$ cat src/logic/gdmp_pkg.sv
// package: register map, reset values and drive-mode codes for the gpio drive-mode ports
`default_nettype none
package gdmp_pkg;
  localparam logic [7:0] ADDR_PORT0_PIN_DATA          = 8'h00;
  localparam logic [7:0] ADDR_PORT1_PIN_DATA          = 8'h01;
  localparam logic [7:0] ADDR_AUX_INPUT_STATE         = 8'h02;
  localparam logic [7:0] ADDR_PORT0_DRIVE_SELECT_LOW  = 8'h0a;
  localparam logic [7:0] ADDR_PORT0_DRIVE_SELECT_HIGH = 8'h0b;
  localparam logic [7:0] ADDR_PORT1_DRIVE_SELECT_LOW  = 8'h0c;
  localparam logic [7:0] ADDR_PORT1_DRIVE_SELECT_HIGH = 8'h0d;
  localparam logic [7:0] RESET_REG                    = 8'h00;
  // auxiliary register field positions
  localparam int AUX_BIT_DPLUS     = 5;
  localparam int AUX_BIT_DMINUS    = 4;
  localparam int AUX_BIT_CRYSTAL   = 1;
  localparam int AUX_BIT_REGULATOR = 0;
  // drive-mode encoding {drive_sel_hi, drive_sel_lo, data}
  localparam logic [2:0] MODE_LOW_SINK_CODE  = 3'h4;
  localparam logic [2:0] MODE_MED_SINK_CODE  = 3'h2;
  localparam logic [2:0] MODE_HIGH_SINK_CODE = 3'h6;
  localparam logic [2:0] MODE_RESISTIVE_CODE = 3'h5;
  localparam logic [2:0] MODE_TTL_CODE       = 3'h1;
  // sink strength code on sink_strength: 0 off, 1 = 2 mA, 2 = 8 mA, 3 = 50 mA
  localparam logic [1:0] SINK_OFF  = 2'h0;
  localparam logic [1:0] SINK_2MA  = 2'h1;
  localparam logic [1:0] SINK_8MA  = 2'h2;
  localparam logic [1:0] SINK_50MA = 2'h3;
endpackage : gdmp_pkg
`default_nettype wire

$ cat src/logic/gdmp_pin_if.sv
// interface: per-port drive controls between the register file and the pin decoder
`timescale 1ns/1ps
`default_nettype none
interface gdmp_pin_if #(parameter int WIDTH = 8);
  logic [WIDTH-1:0] data;
  logic [WIDTH-1:0] sel_lo;
  logic [WIDTH-1:0] sel_hi;
  logic [WIDTH-1:0] sink_on;
  logic [WIDTH-1:0] source_on;
  logic [WIDTH-1:0] pullup_on;
  logic [WIDTH-1:0] ttl_sel;
  logic [2*WIDTH-1:0] sink_strength;
  modport ctrl (output data, output sel_lo, output sel_hi,
                input sink_on, input source_on, input pullup_on, input ttl_sel,
                input sink_strength);
  modport dec  (input data, input sel_lo, input sel_hi,
                output sink_on, output source_on, output pullup_on, output ttl_sel,
                output sink_strength);
endinterface : gdmp_pin_if
`default_nettype wire

$ cat src/logic/gdmp_ports.sv
// module: two 8-bit drive-mode gpio ports plus read-only auxiliary input port
`timescale 1ns/1ps
`default_nettype none
module gdmp_ports #(
  parameter int WIDTH = 8
) (
  input  wire  logic             clk,
  input  wire  logic             rst_n,
  // io instruction port
  input  wire  logic [7:0]       io_addr,
  input  wire  logic             io_write_instruction,
  input  wire  logic             io_read_instruction,
  input  wire  logic [7:0]       io_wdata,
  output logic       [7:0]       io_rdata,
  // first port pins
  input  wire  logic [WIDTH-1:0] first_port_pins_in,
  output logic       [WIDTH-1:0] first_port_pins_out,
  output logic       [WIDTH-1:0] first_port_pins_oe_n,
  output logic       [WIDTH-1:0] first_port_pullup_resistor_switch,
  output logic       [WIDTH-1:0] first_port_ttl_select,
  output logic [2*WIDTH-1:0]     first_port_sink_strength,
  // second port pins
  input  wire  logic [WIDTH-1:0] second_port_pins_in,
  output logic       [WIDTH-1:0] second_port_pins_out,
  output logic       [WIDTH-1:0] second_port_pins_oe_n,
  output logic       [WIDTH-1:0] second_port_pullup_resistor_switch,
  output logic       [WIDTH-1:0] second_port_ttl_select,
  output logic [2*WIDTH-1:0]     second_port_sink_strength,
  // auxiliary inputs, all TTL thresholds
  input  wire  logic             usb_dplus_in,
  input  wire  logic             usb_dminus_in,
  input  wire  logic             crystal_input_pin,
  input  wire  logic             regulator_pin,
  input  wire  logic             internal_clock_mode,
  input  wire  logic             ps2_mode,
  output logic                   crystal_input_pulldown_on
);
  ////////////////////////////////////////////////////////////////////////////
  // state
  typedef struct packed {
    logic [WIDTH-1:0] p0_data;
    logic [WIDTH-1:0] p1_data;
    logic [WIDTH-1:0] p0_sel_lo;
    logic [WIDTH-1:0] p0_sel_hi;
    logic [WIDTH-1:0] p1_sel_lo;
    logic [WIDTH-1:0] p1_sel_hi;
    logic [7:0]       rdata;
  } gdmp_state_t;

  gdmp_state_t state_reg;
  gdmp_state_t state_next;

  gdmp_pin_if #(.WIDTH(WIDTH)) p0_if ();
  gdmp_pin_if #(.WIDTH(WIDTH)) p1_if ();

  logic [7:0] aux_value;
  logic [7:0] p0_read;
  logic [7:0] p1_read;

  ////////////////////////////////////////////////////////////////////////////
  // decoders
  assign p0_if.data   = state_reg.p0_data;
  assign p0_if.sel_lo = state_reg.p0_sel_lo;
  assign p0_if.sel_hi = state_reg.p0_sel_hi;
  assign p1_if.data   = state_reg.p1_data;
  assign p1_if.sel_lo = state_reg.p1_sel_lo;
  assign p1_if.sel_hi = state_reg.p1_sel_hi;

  gdmp_pin_decode #(.WIDTH(WIDTH)) u_p0_dec (.pins(p0_if.dec));
  gdmp_pin_decode #(.WIDTH(WIDTH)) u_p1_dec (.pins(p1_if.dec));

  ////////////////////////////////////////////////////////////////////////////
  // pin drive: out pin carries the driven level, oe_n low while driving
  assign first_port_pins_out  = p0_if.source_on;  // high when sourcing, low when sinking
  assign first_port_pins_oe_n = ~(p0_if.source_on | p0_if.sink_on);
  assign second_port_pins_out  = p1_if.source_on;
  assign second_port_pins_oe_n = ~(p1_if.source_on | p1_if.sink_on);
  assign first_port_pullup_resistor_switch  = p0_if.pullup_on;
  assign second_port_pullup_resistor_switch = p1_if.pullup_on;
  assign first_port_ttl_select  = p0_if.ttl_sel;
  assign second_port_ttl_select = p1_if.ttl_sel;
  assign first_port_sink_strength  = p0_if.sink_strength;
  assign second_port_sink_strength = p1_if.sink_strength;

  // crystal pin gets a weak pull-down only in internal clock mode
  assign crystal_input_pulldown_on = internal_clock_mode;

  ////////////////////////////////////////////////////////////////////////////
  // read sources; data reads return the pin levels, which equal the
  // driven value whenever the pin is driven, high with its pull-up on, and the outside level otherwise
  assign p0_read = 8'(first_port_pins_in);
  assign p1_read = 8'(second_port_pins_in);

  // auxiliary value; reserved bits stay zero
  always_comb begin
    aux_value = 8'h00;
    aux_value[gdmp_pkg::AUX_BIT_DPLUS]  = usb_dplus_in;
    aux_value[gdmp_pkg::AUX_BIT_DMINUS] = usb_dminus_in;
    // gated so the bit never toggles from the oscillator in external mode
    aux_value[gdmp_pkg::AUX_BIT_CRYSTAL]   = internal_clock_mode & crystal_input_pin;
    aux_value[gdmp_pkg::AUX_BIT_REGULATOR] = ps2_mode & regulator_pin;
  end

  ////////////////////////////////////////////////////////////////////////////
  // next-state: io writes and registered read data
  always_comb begin
    state_next = state_reg;
    if (io_write_instruction) begin
      unique case (io_addr)
        gdmp_pkg::ADDR_PORT0_PIN_DATA:          state_next.p0_data   = io_wdata[WIDTH-1:0];
        gdmp_pkg::ADDR_PORT1_PIN_DATA:          state_next.p1_data   = io_wdata[WIDTH-1:0];
        gdmp_pkg::ADDR_PORT0_DRIVE_SELECT_LOW:  state_next.p0_sel_lo = io_wdata[WIDTH-1:0];
        gdmp_pkg::ADDR_PORT0_DRIVE_SELECT_HIGH: state_next.p0_sel_hi = io_wdata[WIDTH-1:0];
        gdmp_pkg::ADDR_PORT1_DRIVE_SELECT_LOW:  state_next.p1_sel_lo = io_wdata[WIDTH-1:0];
        gdmp_pkg::ADDR_PORT1_DRIVE_SELECT_HIGH: state_next.p1_sel_hi = io_wdata[WIDTH-1:0];
        // auxiliary port and unlisted addresses ignore writes
        default: ;
      endcase
    end
    if (io_read_instruction) begin
      // mode registers are write-only and read as zero
      unique case (io_addr)
        gdmp_pkg::ADDR_PORT0_PIN_DATA:  state_next.rdata = p0_read;
        gdmp_pkg::ADDR_PORT1_PIN_DATA:  state_next.rdata = p1_read;
        gdmp_pkg::ADDR_AUX_INPUT_STATE: state_next.rdata = aux_value;
        default:                        state_next.rdata = 8'h00;
      endcase
    end
  end

  // state register
  always_ff @(posedge clk or negedge rst_n) begin
    if (!rst_n) begin
      state_reg <= '0;
    end else begin
      state_reg <= state_next;
    end
  end

  assign io_rdata = state_reg.rdata;

endmodule : gdmp_ports
`default_nettype wire

$ cat src/logic/gdmp_pin_decode.sv
// module: per-pin drive-state decoder for one port
`timescale 1ns/1ps
`default_nettype none
module gdmp_pin_decode #(
  parameter int WIDTH = 8
) (
  gdmp_pin_if.dec pins
);
  ////////////////////////////////////////////////////////////////////////////
  // one decoder per pin; pure combinational, registers live upstream
  for (genvar i = 0; i < WIDTH; i++) begin : g_pin
    logic [2:0] code;
    assign code = {pins.sel_hi[i], pins.sel_lo[i], pins.data[i]};
    // source only with sel_lo and data high, sel_hi is don't care
    assign pins.source_on[i] = pins.sel_lo[i] & pins.data[i];
    // sink whenever data low and any select set
    assign pins.sink_on[i]   = ~pins.data[i] & (pins.sel_lo[i] | pins.sel_hi[i]);
    assign pins.pullup_on[i] = (code == gdmp_pkg::MODE_RESISTIVE_CODE);
    assign pins.ttl_sel[i]   = (code == gdmp_pkg::MODE_TTL_CODE);
    logic [1:0] strength;
    // strength tag follows the sink selects; off whenever the pin is not sinking
    // a local per-pin value keeps one continuous driver on each slice
    always_comb begin
      unique case (code)
        gdmp_pkg::MODE_LOW_SINK_CODE:  strength = gdmp_pkg::SINK_2MA;
        gdmp_pkg::MODE_MED_SINK_CODE:  strength = gdmp_pkg::SINK_8MA;
        gdmp_pkg::MODE_HIGH_SINK_CODE: strength = gdmp_pkg::SINK_50MA;
        default:                       strength = gdmp_pkg::SINK_OFF;
      endcase
    end
    assign pins.sink_strength[2*i +: 2] = strength;
  end
endmodule : gdmp_pin_decode
`default_nettype wire

$ cat config.mk
export PLATFORM = sky130hd
export DESIGN_NAME = gdmp_ports
export DESIGN_NICKNAME = d
export VERILOG_FILES = /design/src/logic/gdmp_pkg.sv /design/src/logic/gdmp_pin_if.sv /design/src/logic/gdmp_ports.sv /design/src/logic/gdmp_pin_decode.sv
export SDC_FILE = /design/constraint.sdc
export NUM_CORES = 1
export LEC_CHECK = 0
export ABC_CLOCK_PERIOD_IN_PS = 1820
export BUFFER_PORTS_ARGS = -buffer_cell sky130_fd_sc_hd__buf_4
export CORE_MARGIN = 3
export CORE_UTILIZATION = 50
export DETAILED_ROUTE_END_ITERATION = 10
export PLACE_DENSITY = 0.86
export SLEW_MARGIN = 5
export SYNTH_ARGS = -nofsm -noshare
export SYNTH_HDL_FRONTEND = slang
export SYNTH_SLANG_ARGS = --single-unit
$ cat constraint.sdc
create_clock -name clk -period 1.82 [get_ports clk]
set_input_delay 0.546 -clock clk [delete_from_list [all_inputs] [get_ports clk]]
set_output_delay 0.546 -clock clk [all_outputs]
set_load 0.03 [all_outputs]
Word level (Yosys, flattened, before mapping)

Index checks and enable logic that the tools add are counted.

Register bits after elaboration: 56
Output and inout bits: 105

Equality and inequality tests: 86
Multiplexer cells: 17
Bitwise logic cells: 70
Reductions and logical operators: 7

Operator list:

| kind               | number |
|---|---|
| $eq 3x3->1 const B | 48 |
| $pmux 2 s3         | 16 |
| $eq 3x1->1 const B | 16 |
| $eq 3x2->1 const B | 16 |
| $and 1x1->1        | 34 |
| $eq 8x4->1 const B | 4 |
| $pmux 8 s3         | 1 |
| $not 1->1          | 16 |
| $not 8->8          | 2 |
| $or 1x1->1         | 16 |
| $or 8x8->8         | 2 |
| $reduce_and 2->1   | 6 |
| $eq 8x1->1 const B | 1 |
| $eq 8x2->1 const B | 1 |
| $logic_not 8->1    | 1 |

Depth between registers and ports, before layout

Gate-level depths: netlist of the first run.

Word-level depth: 4
Mapped depth: 4

Modules after synthesis

From an unflattened synthesis of the first run, not the netlist that was laid out.

Cells, all modules: 273
Area, all modules: 3210.6 µm²

Modules (own cells, without submodules):

| module          | instances | cells each | area each (µm²) | sequential area each (µm²) |
|---|---|---|---|---|
| gdmp_ports      | 1         | 177        | 2409.8          | 1401.3 |
| gdmp_pin_decode | 2         | 48         | 400.4           | 0.0 |

Worst setup path after synthesis of the first run

No wires, ideal clock.

Kind: input to register
Start: in io_addr[5]
End: reg state_reg, in the netlist p0_if.sel_lo[0]
Setup time: 125 ps
Data arrival time: 1904 ps
Setup slack: -209 ps
Stages on the path: 3
Path buffers: 0
Path through: or4_4 > nor4_4 > mux2_2

Longest elaborated chain between the ends: 2

RTL lines:

| element                           | RTL line          | source |
|---|---|---|
| start, declared                   | gdmp_ports.sv:10  | `input wire logic [7:0] io_addr,` |
| $eq 8x4->1                        | gdmp_ports.sv:109 | `unique case (io_addr)` |
| $reduce_and 2->1 (no source line) | -                 |  |
| end signal, assigned              | gdmp_ports.sv:136 | `state_reg <= state_next;` |
| end, declared                     | gdmp_ports.sv:50  | `gdmp_state_t state_reg;` |

Every way passes these cells.
A chain may end at the register's enable or synchronous reset.

Worst setup path after layout of the first run

Start: in io_addr[6]
End: reg state_reg, in the netlist p0_if.sel_lo[6]

Same word-level chain as after synthesis.

==> results of run 1 <==
==> per-stage QoR <==
step            util  std cells
2_1_floorplan      -        258
3_5_place_dp   0.771        493
6_report       0.801        500
5_1_grt        0.801        500
4_1_cts        0.789        500
3_3_place_gp   0.771        493
==> worst max-delay path, delay by kind of cell <==
family                 cells  cell delay (ns)
AND/OR/NAND/NOR            2             0.89
multiplexers               1             0.30
buffers and inverters      2             0.28
==> placed cells by master (no fill, tap or decap), types with 3 or more instances in the layout <==
cell	Yosys	final
buf_4	1	163
dfrtp_1	56	54
mux2_2	52	39
nor2b_1	35	34
nor2_1	17	17
and2_1	16	16
and3b_1	16	16
mux2_4	0	13
nor3b_1	16	12
inv_1	9	9
nand2_1	6	6
o22ai_1	6	6
clkbuf_8	0	6
nor3b_2	0	3
buf_6	1	3
==> cells by family after synthesis <==
| family | after synthesis | share of synthesized area |
|---|---|---|
| AND/OR/NAND/NOR | 121 | 0.275 |
| buffers and inverters | 13 | 0.0201 |
| multiplexers | 54 | 0.202 |
| flip-flops | 56 | 0.468 |
| AO/OA/AOI/OAI | 14 | 0.0343 |
==> routing by layer <==
layer,wire length (um),global-route usage,vias to the layer above
li1,-,-,1248
met4,101,0.0535,0
met2,4130,0.398,87
met5,0,0,-
met3,467,0.0496,11
met1,3050,0.263,1259
==> registers in the layout (all words and copies together), names as in the netlist <==
name	flops
io_rdata	8
p1_if.sel_hi	8
p1_if.data	8
p1_if.sel_lo	8
p0_if.data	8
p0_if.sel_hi	8
p0_if.sel_lo	8
==> layout make-up <==
class,count,share of cell area
flip-flops and latches,56,0.311
repair buffers,167,0.283
clock buffers,6,0.0183
well taps,72,0.0199
multi-input cells,189,0.359
clock inverters,1,0.00194
inverters,9,0.00748
==> worst max path at each step <==
stage / from / end / slack [ns] / cells past startpoint
after floorplan: io_addr[5] / p0_if.sel_lo[0]$_DFFE_PN0P_ / -0.21 / 3
after global placement: io_addr[5] / p0_if.sel_lo[4]$_DFFE_PN0P_ / -0.30 / 5
after detailed placement: io_addr[5] / p0_if.sel_lo[1]$_DFFE_PN0P_ / -0.32 / 5
after CTS: io_addr[5] / p0_if.sel_lo[1]$_DFFE_PN0P_ / 0.004 / 5
after global routing: io_addr[6] / p0_if.sel_lo[6]$_DFFE_PN0P_ / -0.03 / 5
final: io_addr[6] / p0_if.sel_lo[6]$_DFFE_PN0P_ / 0.006 / 5
==> power by group <==
part / total, W / switching [W] / internal [W]
logic: 0.000642 / 0.000348 / 0.000294
registers: 0.00136 / 0.0000682 / 0.00130
clock network: 0.000687 / 0.000383 / 0.000304
==> what timing repair did <==
item	CTS	global route
pin swaps	0	4
cloned	0	0
resized for setup	2	18
endpoints found under the setup margin	2	10
==> summary.md, run 1 <==
| Metric | Value |
|---|---|
| Status | completed |
| Crit-path slowest cell | or4_4 |
| Headroom to the max-slew limit | 0.812 |
| Site Rows | 27 |
| Worst-path fanout max | 3 |
| Unrepaired setup endpoints after global routing | yes |
| Post-CTS setup buffer count | 0 |
| Global route overflow | 0 |
| Top-count cell post-synth | dfrtp_1 |
| CP required | 2.02 ns |
| Synth unique cells | 31 |
| Synth Area per Inst | 11.6 um2 |
| Clock sinks | 56 |
| Syn_nets | 300 |
| HP Class | primary input to asynchronous set/reset pin |
| IO buf count | 146 |
| Warnings, synthesis | 0 |
| Placer Congestion | 0.740 |
| DP Area | 0.00435 mm2 |
| Number of CTS-inserted buffers | 5 |
| ANT nets after route | 0 |
| Register area | 0.00140 mm2 |
| DRC Markers | 0 |
| Reg2reg start | p1_if.sel_lo[3]$_DFFE_PN0P_ |
| Final Hold Fails | 0 |
| Largest net degree at the start of global routing | 38 |
| PwrDens | 596 mW/mm2 |
| DIE AREA | 0.00695 mm2 |
| Worst-case reg-to-reg path depth | 1 |
| Area Growth Syn to Fin | 51.0% |
| Post-DR wirelength/cell | 15.5 um |
| Arr. time, crit path | 2.02 ns |
| Initial Util | 0.530 |
| Crit path capture type | register |
| Syn Std Cell Area | 0.00299 mm2 |
| CTS H-tree depth | 2 |
| Post-synth EDFFs | 0 |
| Die Height | 83.4 um |
| Worst r2r dst | p1_if.sel_lo[3]$_DFFE_PN0P_ |
| Reg clk slew, reported paths | 0.10 ns |
| Final WL | 7.74 mm |
| Clock Latency Late Sink | 0.31 ns |
| Clock Tree Root | clkbuf_8 |
| First-pass GRT wire length | 12.5 mm |
| Filler Cell Count | 360 |
| Worst-Margin Slew | 0.282 ns |
| R2r setup slk | 0.95 ns |
| Power Total | 0.00269 W |
| Max cap viols | 0 |
| Post-DP HPWL | 6.05 mm |
| Number of global-route vias before repair | 2555 |
| CTS tree | built |
| Clock Tree Buf Depth | 2 |
| Final worst setup slack | 0.00556 ns |
| Core ar. | 0.00564 mm2 |
| # setup viols final | 0 |
| DR vias/cell | 5.21 |
| Hold buffer count at CTS | 0 |
| Leakage | 2.46 nW |
| Post-synth ARST share | 1.00 |
| Tmin final | 1.81 ns |
| F_max | 551 MHz |
| Gate Count Post-Synth | 258 |
| Worst ir drop on vdd | 423 uV |
| Skew final | 0 ns |
| Cell taking the most area after synthesis | dfrtp_1 |
| Synth top area cells | dfrtp_1, mux2_2, nor2b_1, and3b_1, nor3b_1 |
| Fin crit share | 0.997 |
| Diodes inserted | 0 |
| Pre-CTS setup slack | -0.324 ns |
| Via count | 2605 |
| Crit path cell chain | buf_6 > or4_4 > nor4_4 > buf_4 > mux2_4 |
| Multi-input gate area | 0.00162 mm2 |
| Setup TNS Final | 0 ns |
| I/O pin count | 147 |
| Final #Nets | 470 |
| Synth cell count leaders | dfrtp_1, mux2_2, nor2b_1 |
| Design area | 0.00452 mm2 |
| Most used DFF post-synth | dfrtp_1 |
| Register bit total from synthesis | 56 |
| 1st-iter DRT viols | 107 |
| Area fraction of the dominant cell type after synthesis | 0.468 |
| Crit Path Class | primary input to register |
| Hold_ws | 0.106 ns |
| Initial antenna violation count | 0 |
| Startpoint types | primary input |
| Router iterations before antenna repair | 4 |
| CP max stage delay | 0.57 ns |
| Layout cell share with drive strength beyond 1 | 0.563 |
| Final Max Tran Viols | 0 |
| Register area share after synthesis | 0.468 |
| GRT Total Usage | 0.220 |
| Die width | 83.4 um |
No activity file was read; power rests on OpenSTA's default activity.
==> inputs of run 2 (changes only) <==
- ABC_CLOCK_PERIOD_IN_PS: 1820 -> unset
- CORE_UTILIZATION: 50 -> 51
- CTS_BUF_LIST: unset -> sky130_fd_sc_hd__clkbuf_4
- HOLD_SLACK_MARGIN: unset -> 0.08
- PLACE_DENSITY: 0.86 -> 0.88
==> summary.md, run 2 (same netlist as run 1, synthesis figures left out) <==
| Metric | Value |
|---|---|
| CTS tree | built |
| Initial antenna violation count | 0 (unchanged) |
| Startpoint types | register |
| CP required | 1.27 ns (-0.75 ns) |
| Seq pwr share | 0.530 (+0.024) |
| Final Core Density | 0.842 (+0.0414) |
| Hold_ws | 0.106 ns (+0.000763 ns) |
| Crit path to | second_port_pins_oe_n[0] |
| Critical Path Start | p1_if.data[0]$_DFFE_PN0P_ |
| Crit path capture type | output port |
| Worst ir drop on vdd | 319 uV (-25%) |
| Clock Tree Root | clkbuf_4 |
| Pre-CTS setup slack | -0.316 ns (+0.00791 ns) |
| Clock sinks | 56 (unchanged) |
| Arr. time, crit path | 1.29 ns (-0.73 ns) |
| First-pass GRT wire length | 11.7 mm (-6.7%) |
| Placer Congestion | 0.818 (+11%) |
| Number of CTS-inserted buffers | 5 (unchanged) |
| Most common cell after layout, fill and taps aside | buf_4 |
| Worst-path fanout max | 6 (+3) |
| Core ar. | 0.00561 mm2 (-0.60%) |
| Worst-case reg-to-reg path depth | 2 (+1) |
| Final Hold Fails | 0 (unchanged) |
| Clock Latency Late Sink | 0.38 ns (+0.07 ns) |
| Power Total | 0.00261 W (-3.2%) |
| Status | complete, but fails checks |
| IO buf count | 146 (unchanged) |
| Most frequent cells in the layout | buf_4, mux2_2, dfrtp_1 |
| Router iterations before antenna repair | 4 (unchanged) |
| Int Pwr | 0.00179 W (-5.6%) |
| Final Max Tran Viols | 0 (unchanged) |
| Site Rows | 27 (unchanged) |
| Worst-Margin Slew | 0.296 ns (+0.0136 ns) |
| Diodes inserted | 0 (unchanged) |
| Reg2reg start | p0_if.sel_hi[3]$_DFFE_PN0P_ |
| Largest net degree at the start of global routing | 57 (+50%) |
| DR vias/cell | 5.26 (+1.0%) |
| Die Height | 82.6 um (-0.91%) |
| Violated checks | setup timing |
| Final WL | 8.41 mm (+8.6%) |
| Leakage | 2.51 nW (+2.1%) |
| Number of global-route vias before repair | 2498 (-2.2%) |
| Max cap viols | 0 (unchanged) |
| DIE AREA | 0.00682 mm2 (-1.8%) |
| Gate power share | 0.257 (+0.019) |
| Clk pwr share | 0.213 (-0.042) |
| Tmin final | 1.83 ns (+0.0177 ns) |
| Non-filler cells, final | 509 (+1.8%) |
| CTS H-tree depth | 2 (unchanged) |
| I/O pin count | 147 (unchanged) |
| HP Class | primary input to asynchronous set/reset pin |
| Inst Count DP | 493 (unchanged) |
| # setup viols final | 2 (+2) |
| Hold buffer count at CTS | 0 (unchanged) |
| R2r setup slk | 0.83 ns (-0.12 ns) |
| Layout cell share with drive strength beyond 1 | 0.682 (+0.119) |
| Die width | 82.6 um (-0.91%) |
| Headroom to the max-slew limit | 0.803 (-0.00905) |
| Fin crit share | 1.01 (+0.00973) |
| Unrepaired setup endpoints after global routing | yes |
| DRC Markers | 0 (unchanged) |
| Reg clk slew, reported paths | 0.16 ns (+0.06 ns) |
| 1st-iter DRT viols | 149 (+39%) |
| Area Growth Syn to Fin | 57.9% |
| Switching Share | 0.315 (+0.0178) |
| ANT nets after route | 0 (unchanged) |
| Final worst setup slack | -0.0121 ns (-0.0177 ns) |
| Worst r2r dst | p0_if.sel_hi[3]$_DFFE_PN0P_ |
| Post-DP HPWL | 5.96 mm (-1.5%) |
| Crit Path Class | register to output port |
| F_max | 546 MHz (-0.97%) |
| Sw power | 0.000820 W (+2.6%) |
| GRT Total Usage | 0.224 (+0.00432) |
| Skew final | 0 ns (unchanged) |
| Final #Nets | 478 (+1.7%) |
| Via count | 2679 (+2.8%) |
| Post-DR wirelength/cell | 16.5 um (+6.7%) |
| Global route overflow | 0 (unchanged) |
| PwrDens | 552 mW/mm2 (-7.4%) |
| Initial Util | 0.533 (+0.00319) |
| Clock Tree Buf Depth | 2 (unchanged) |
-- run 2: changes by cell type in the layout (fill, tap and decap cells not counted), moves of 6 or more --
cell      before  now
buf_6          3    9
clkbuf_4       0    6
clkbuf_8       6    0
dfrtp_1       54   32
dfrtp_2        2   24
mux2_2        39   47
mux2_4        13    5
nor2b_1       34   23
nor2b_4        1   11
nor3b_1       12    1
nor3b_2        3   14
-- run 2: power by group through the flow --
stage | logic (W) | registers, W | clock network [W]
final | 0.000671 | 0.00138 | 0.000554
after CTS | 0.000640 | 0.00136 | 0.000556
after detailed placement | 0.000635 | 0.00138 | 0
after floorplan | 0.000346 | 0.00136 | 0
after global routing | 0.000717 | 0.00139 | 0.000611
after global placement | 0.000624 | 0.00138 | 0
-- run 2: final cells by class --
cell class,instances,area [um2]
multi-input combinational,189,1730
sequential,56,1430
clock buffer,6,45.0
fill,311,885
inverter,9,33.8
clock inverter,2,16.3
timing repair buffer,175,1370
tap,72,90.1
-- run 2: metal layers --
metal,routed length (um),vias up,share of wire,global-route usage
li1,-,1269,-,-
met1,3100,1281,0.37,0.264
met2,4530,113,0.54,0.405
met3,623,16,0.074,0.0477
met4,154,0,0.018,0.0719
met5,0,-,0,0
-- run 2: worst min path at each step --
| stage | endpoint | slack (ns) | cells after the start |
|---|---|---|---|
| 5_1_grt | p0_if.sel_hi[6]$_DFFE_PN0P_ | 0.11 | 2 |
| 4_1_cts | p0_if.sel_hi[6]$_DFFE_PN0P_ | 0.12 | 2 |
| 3_5_place_dp | io_rdata[3]$_DFFE_PN0P_ | 0.53 | 2 |
| 3_3_place_gp | io_rdata[4]$_DFFE_PN0P_ | 0.52 | 2 |
| 6_report | p0_if.sel_hi[6]$_DFFE_PN0P_ | 0.11 | 2 |
| 2_1_floorplan | io_rdata[0]$_DFFE_PN0P_ | 0.25 | 0 |
-- run 2: what timing repair did --
| action | in CTS | in global routing |
|---|---|---|
| setup endpoints to repair | 5 | 45 |
| setup buffers | 1 | 7 |
| resized for setup | 4 | 72 |
| pin swaps | 1 | 11 |
-- run 2: critical path, cell delays in order, from the launching register on --
cell and delay [ns]:
dfrtp_1 0.47, nor2b_1 0.20, nor2_1 0.07, buf_4 0.17
-- run 2: per-stage QoR --
| stage | TNS [ns] | instance area (um2) |
|---|---|---|
| floorplan | -3.01 | 3020 |
| global placement | -6.23 | 4360 |
| detailed placement | -8.57 | 4360 |
| CTS | -0.0163 | 4450 |
| global route | -1.01 | 4720 |
| finish | -0.0131 | 4720 |
==> inputs of run 3 (changes only) <==
- CAP_MARGIN: unset -> 10
- SETUP_SLACK_MARGIN: unset -> 0.3
==> summary.md, run 3 (same netlist as run 1, synthesis figures left out) <==
| Metric | Value |
|---|---|
| Final Hold Fails | 0 (unchanged) |
| Die width | 82.6 um (unchanged) |
| I/O pin count | 147 (unchanged) |
| Final Max Tran Viols | 0 (unchanged) |
| Clock sinks | 56 (unchanged) |
| Final #Nets | 483 (+1.0%) |
| Critical Path Start | p1_if.data[1]$_DFFE_PN0P_ |
| Most frequent cells in the layout | buf_6, buf_4, dfrtp_2 |
| Switching Share | 0.349 (+0.0344) |
| Hold_ws | 0.106 ns (-0.000552 ns) |
| Post-DP HPWL | 6.29 mm (+5.5%) |
| Clock Tree Buf Depth | 2 (unchanged) |
| Placer Congestion | 0.826 (+0.97%) |
| Crit Path Class | register to output port |
| Via count | 3294 (+23%) |
| Worst-path fanout max | 6 (unchanged) |
| Site Rows | 27 (unchanged) |
| Clock Tree Root | clkbuf_4 |
| Setup TNS Final | -0.381 ns (-0.368 ns) |
| First-pass GRT wire length | 14.9 mm (+28%) |
| Largest net degree at the start of global routing | 57 (unchanged) |
| Leakage | 2.68 nW (+7.1%) |
| Global route overflow | 0 (unchanged) |
| Violated checks | setup timing |
| PwrDens | 529 mW/mm2 (-4.1%) |
| ANT nets after route | 0 (unchanged) |
| CTS H-tree depth | 2 (unchanged) |
| Worst-Margin Slew | 0.543 ns (+0.247 ns) |
| Fin crit share | 1.03 (+0.0259) |
| CTS tree | built |
| Area Growth Syn to Fin | 80.9% |
| Met2 Use GR | 0.535 (+0.131) |
| Die Height | 82.6 um (unchanged) |
| Skew final | 0 ns (unchanged) |
| Grt met1 use | 0.346 (+0.0821) |
| Reg2reg start | p1_if.sel_hi[0]$_DFFE_PN0P_ |
| Crit-path slowest cell | dfrtp_2 |
| Diodes inserted | 0 (unchanged) |
| Clk pwr share | 0.207 (-0.006) |
| Worst ir drop on vdd | 427 uV (+34%) |
| Sw power | 0.00100 W (+22%) |
| Router iterations before antenna repair | 5 (+1) |
| Headroom to the max-slew limit | 0.636 (-0.167) |
| Layout cell share with drive strength beyond 1 | 0.812 (+0.130) |
| F_max | 532 MHz (-2.5%) |
| Post-DR wirelength/cell | 27.4 um (+66%) |
| # setup viols final | 23 (+21) |
| DP Area | 0.00449 mm2 (+3.0%) |
| Final worst setup slack | -0.0592 ns (-0.0471 ns) |
| Power Total | 0.00286 W (+9.8%) |
| Design area | 0.00541 mm2 (+15%) |
| CP required | 1.27 ns (about the same) |
| Reg clk slew, reported paths | 0.18 ns (+0.02 ns) |
| 1st-iter DRT viols | 239 (+60%) |
| GRT Total Usage | 0.290 (+0.0657) |
| Startpoint types | register |
| CP max stage delay | 0.51 ns (+0.04 ns) |
| Seq pwr share | 0.495 (-0.035) |
| HP Class | primary input to asynchronous set/reset pin |
| Core ar. | 0.00561 mm2 (unchanged) |
| Final WL | 14.1 mm (+68%) |
| IO buf count | 146 (unchanged) |
| Max cap viols | 0 (unchanged) |
| DR vias/cell | 6.41 (+22%) |
| Initial Util | 0.533 (unchanged) |
| DRC Markers | 0 (unchanged) |
| Hold buffer count at CTS | 0 (unchanged) |
| Busiest grt layer | met2 |
| Int Pwr | 0.00186 W (+4.3%) |
| Crit path cell chain | nor3b_2 > buf_4 |
| Unrepaired setup endpoints after global routing | yes |
| DIE AREA | 0.00682 mm2 (unchanged) |
| Clock Latency Late Sink | 0.37 ns (about the same) |
| Status | complete, but fails checks |
| Gate power share | 0.298 (+0.041) |
| Final Core Density | 0.965 (+0.123) |
| Most common cell after layout, fill and taps aside | buf_6 |
| Number of CTS-inserted buffers | 5 (unchanged) |
| GRT met3 Usage | 0.0597 (+0.0119) |
| Initial antenna violation count | 0 (unchanged) |
| Number of global-route vias before repair | 2860 (+14%) |
| Arr. time, crit path | 1.33 ns (+0.04 ns) |
| Tmin final | 1.88 ns (+0.0471 ns) |
| Crit path capture type | output port |
[run 3: changes by cell type in the layout (fill, tap and decap cells not counted), sizes merged]
cell      delta
clkinv       +1
inv          +1
clkbuf       -1
clkinvlp     -1
buf          +5
[run 3: final cells by class]
class,count,area (um2)
clock buffers,5,37.5
flip-flops and latches,56,1440
clock inverters,3,17.5
multi-input cells,189,2060
repair buffers,180,1730
fillers,92,196
inverters,9,33.8
well taps,72,90.1
[run 3: repair_timing]
item | 4_1_cts | 5_1_grt
buffers inserted | 7 | 12
pin swaps | 29 | 19
setup endpoints to repair | 146 | 144
gates resized for setup | 137 | 73
[run 3: per-layer routing]
metal / wire length (um) / share of wire / up-vias
met3: 1430 / 0.10 / 103
li1: - / - / 1279
met5: 0 / 0 / -
met2: 7000 / 0.50 / 313
met1: 4670 / 0.33 / 1599
met4: 1000 / 0.071 / 0
[run 3: worst max-delay path: cells and delay by family, from the launching register on]
kind,cells,cell delay [ns]
simple gates,1,0.24
flops,1,0.51
buf+inv,1,0.20
[run 3: through the flow]
step / std cells / worst slack, ns
floorplan: 258 / -0.207
global placement: 487 / -0.276
detailed placement: 487 / -0.308
CTS: 502 / 0.0226
global route: 514 / -0.200
finish: 514 / -0.0592
[run 3: final timing paths]
path,to,slack (ns),cells past startpoint
setup / recovery,second_port_ttl_select[1],-0.06,2
hold / removal,p0_if.sel_hi[7]$_DFFE_PN0P_,0.11,2
setup reg to reg,p1_if.sel_hi[0]$_DFFE_PN0P_,0.74,3
hold reg to reg,io_rdata[3]$_DFFE_PN0P_,0.59,2
max in group asynchronous,p0_if.data[1]$_DFFE_PN0P_,1.43,2
min in group clk,p0_if.sel_lo[6]$_DFFE_PN0P_,0.45,2
[run 3: power groups by stage]
stage	clock network, W	logic (W)	registers [W]
after floorplan	0	0.000369	0.00137
after global placement	0	0.000648	0.00139
after detailed placement	0	0.000662	0.00139
after CTS	0.000545	0.000740	0.00138
after global routing	0.000634	0.000885	0.00142
final	0.000592	0.000853	0.00142
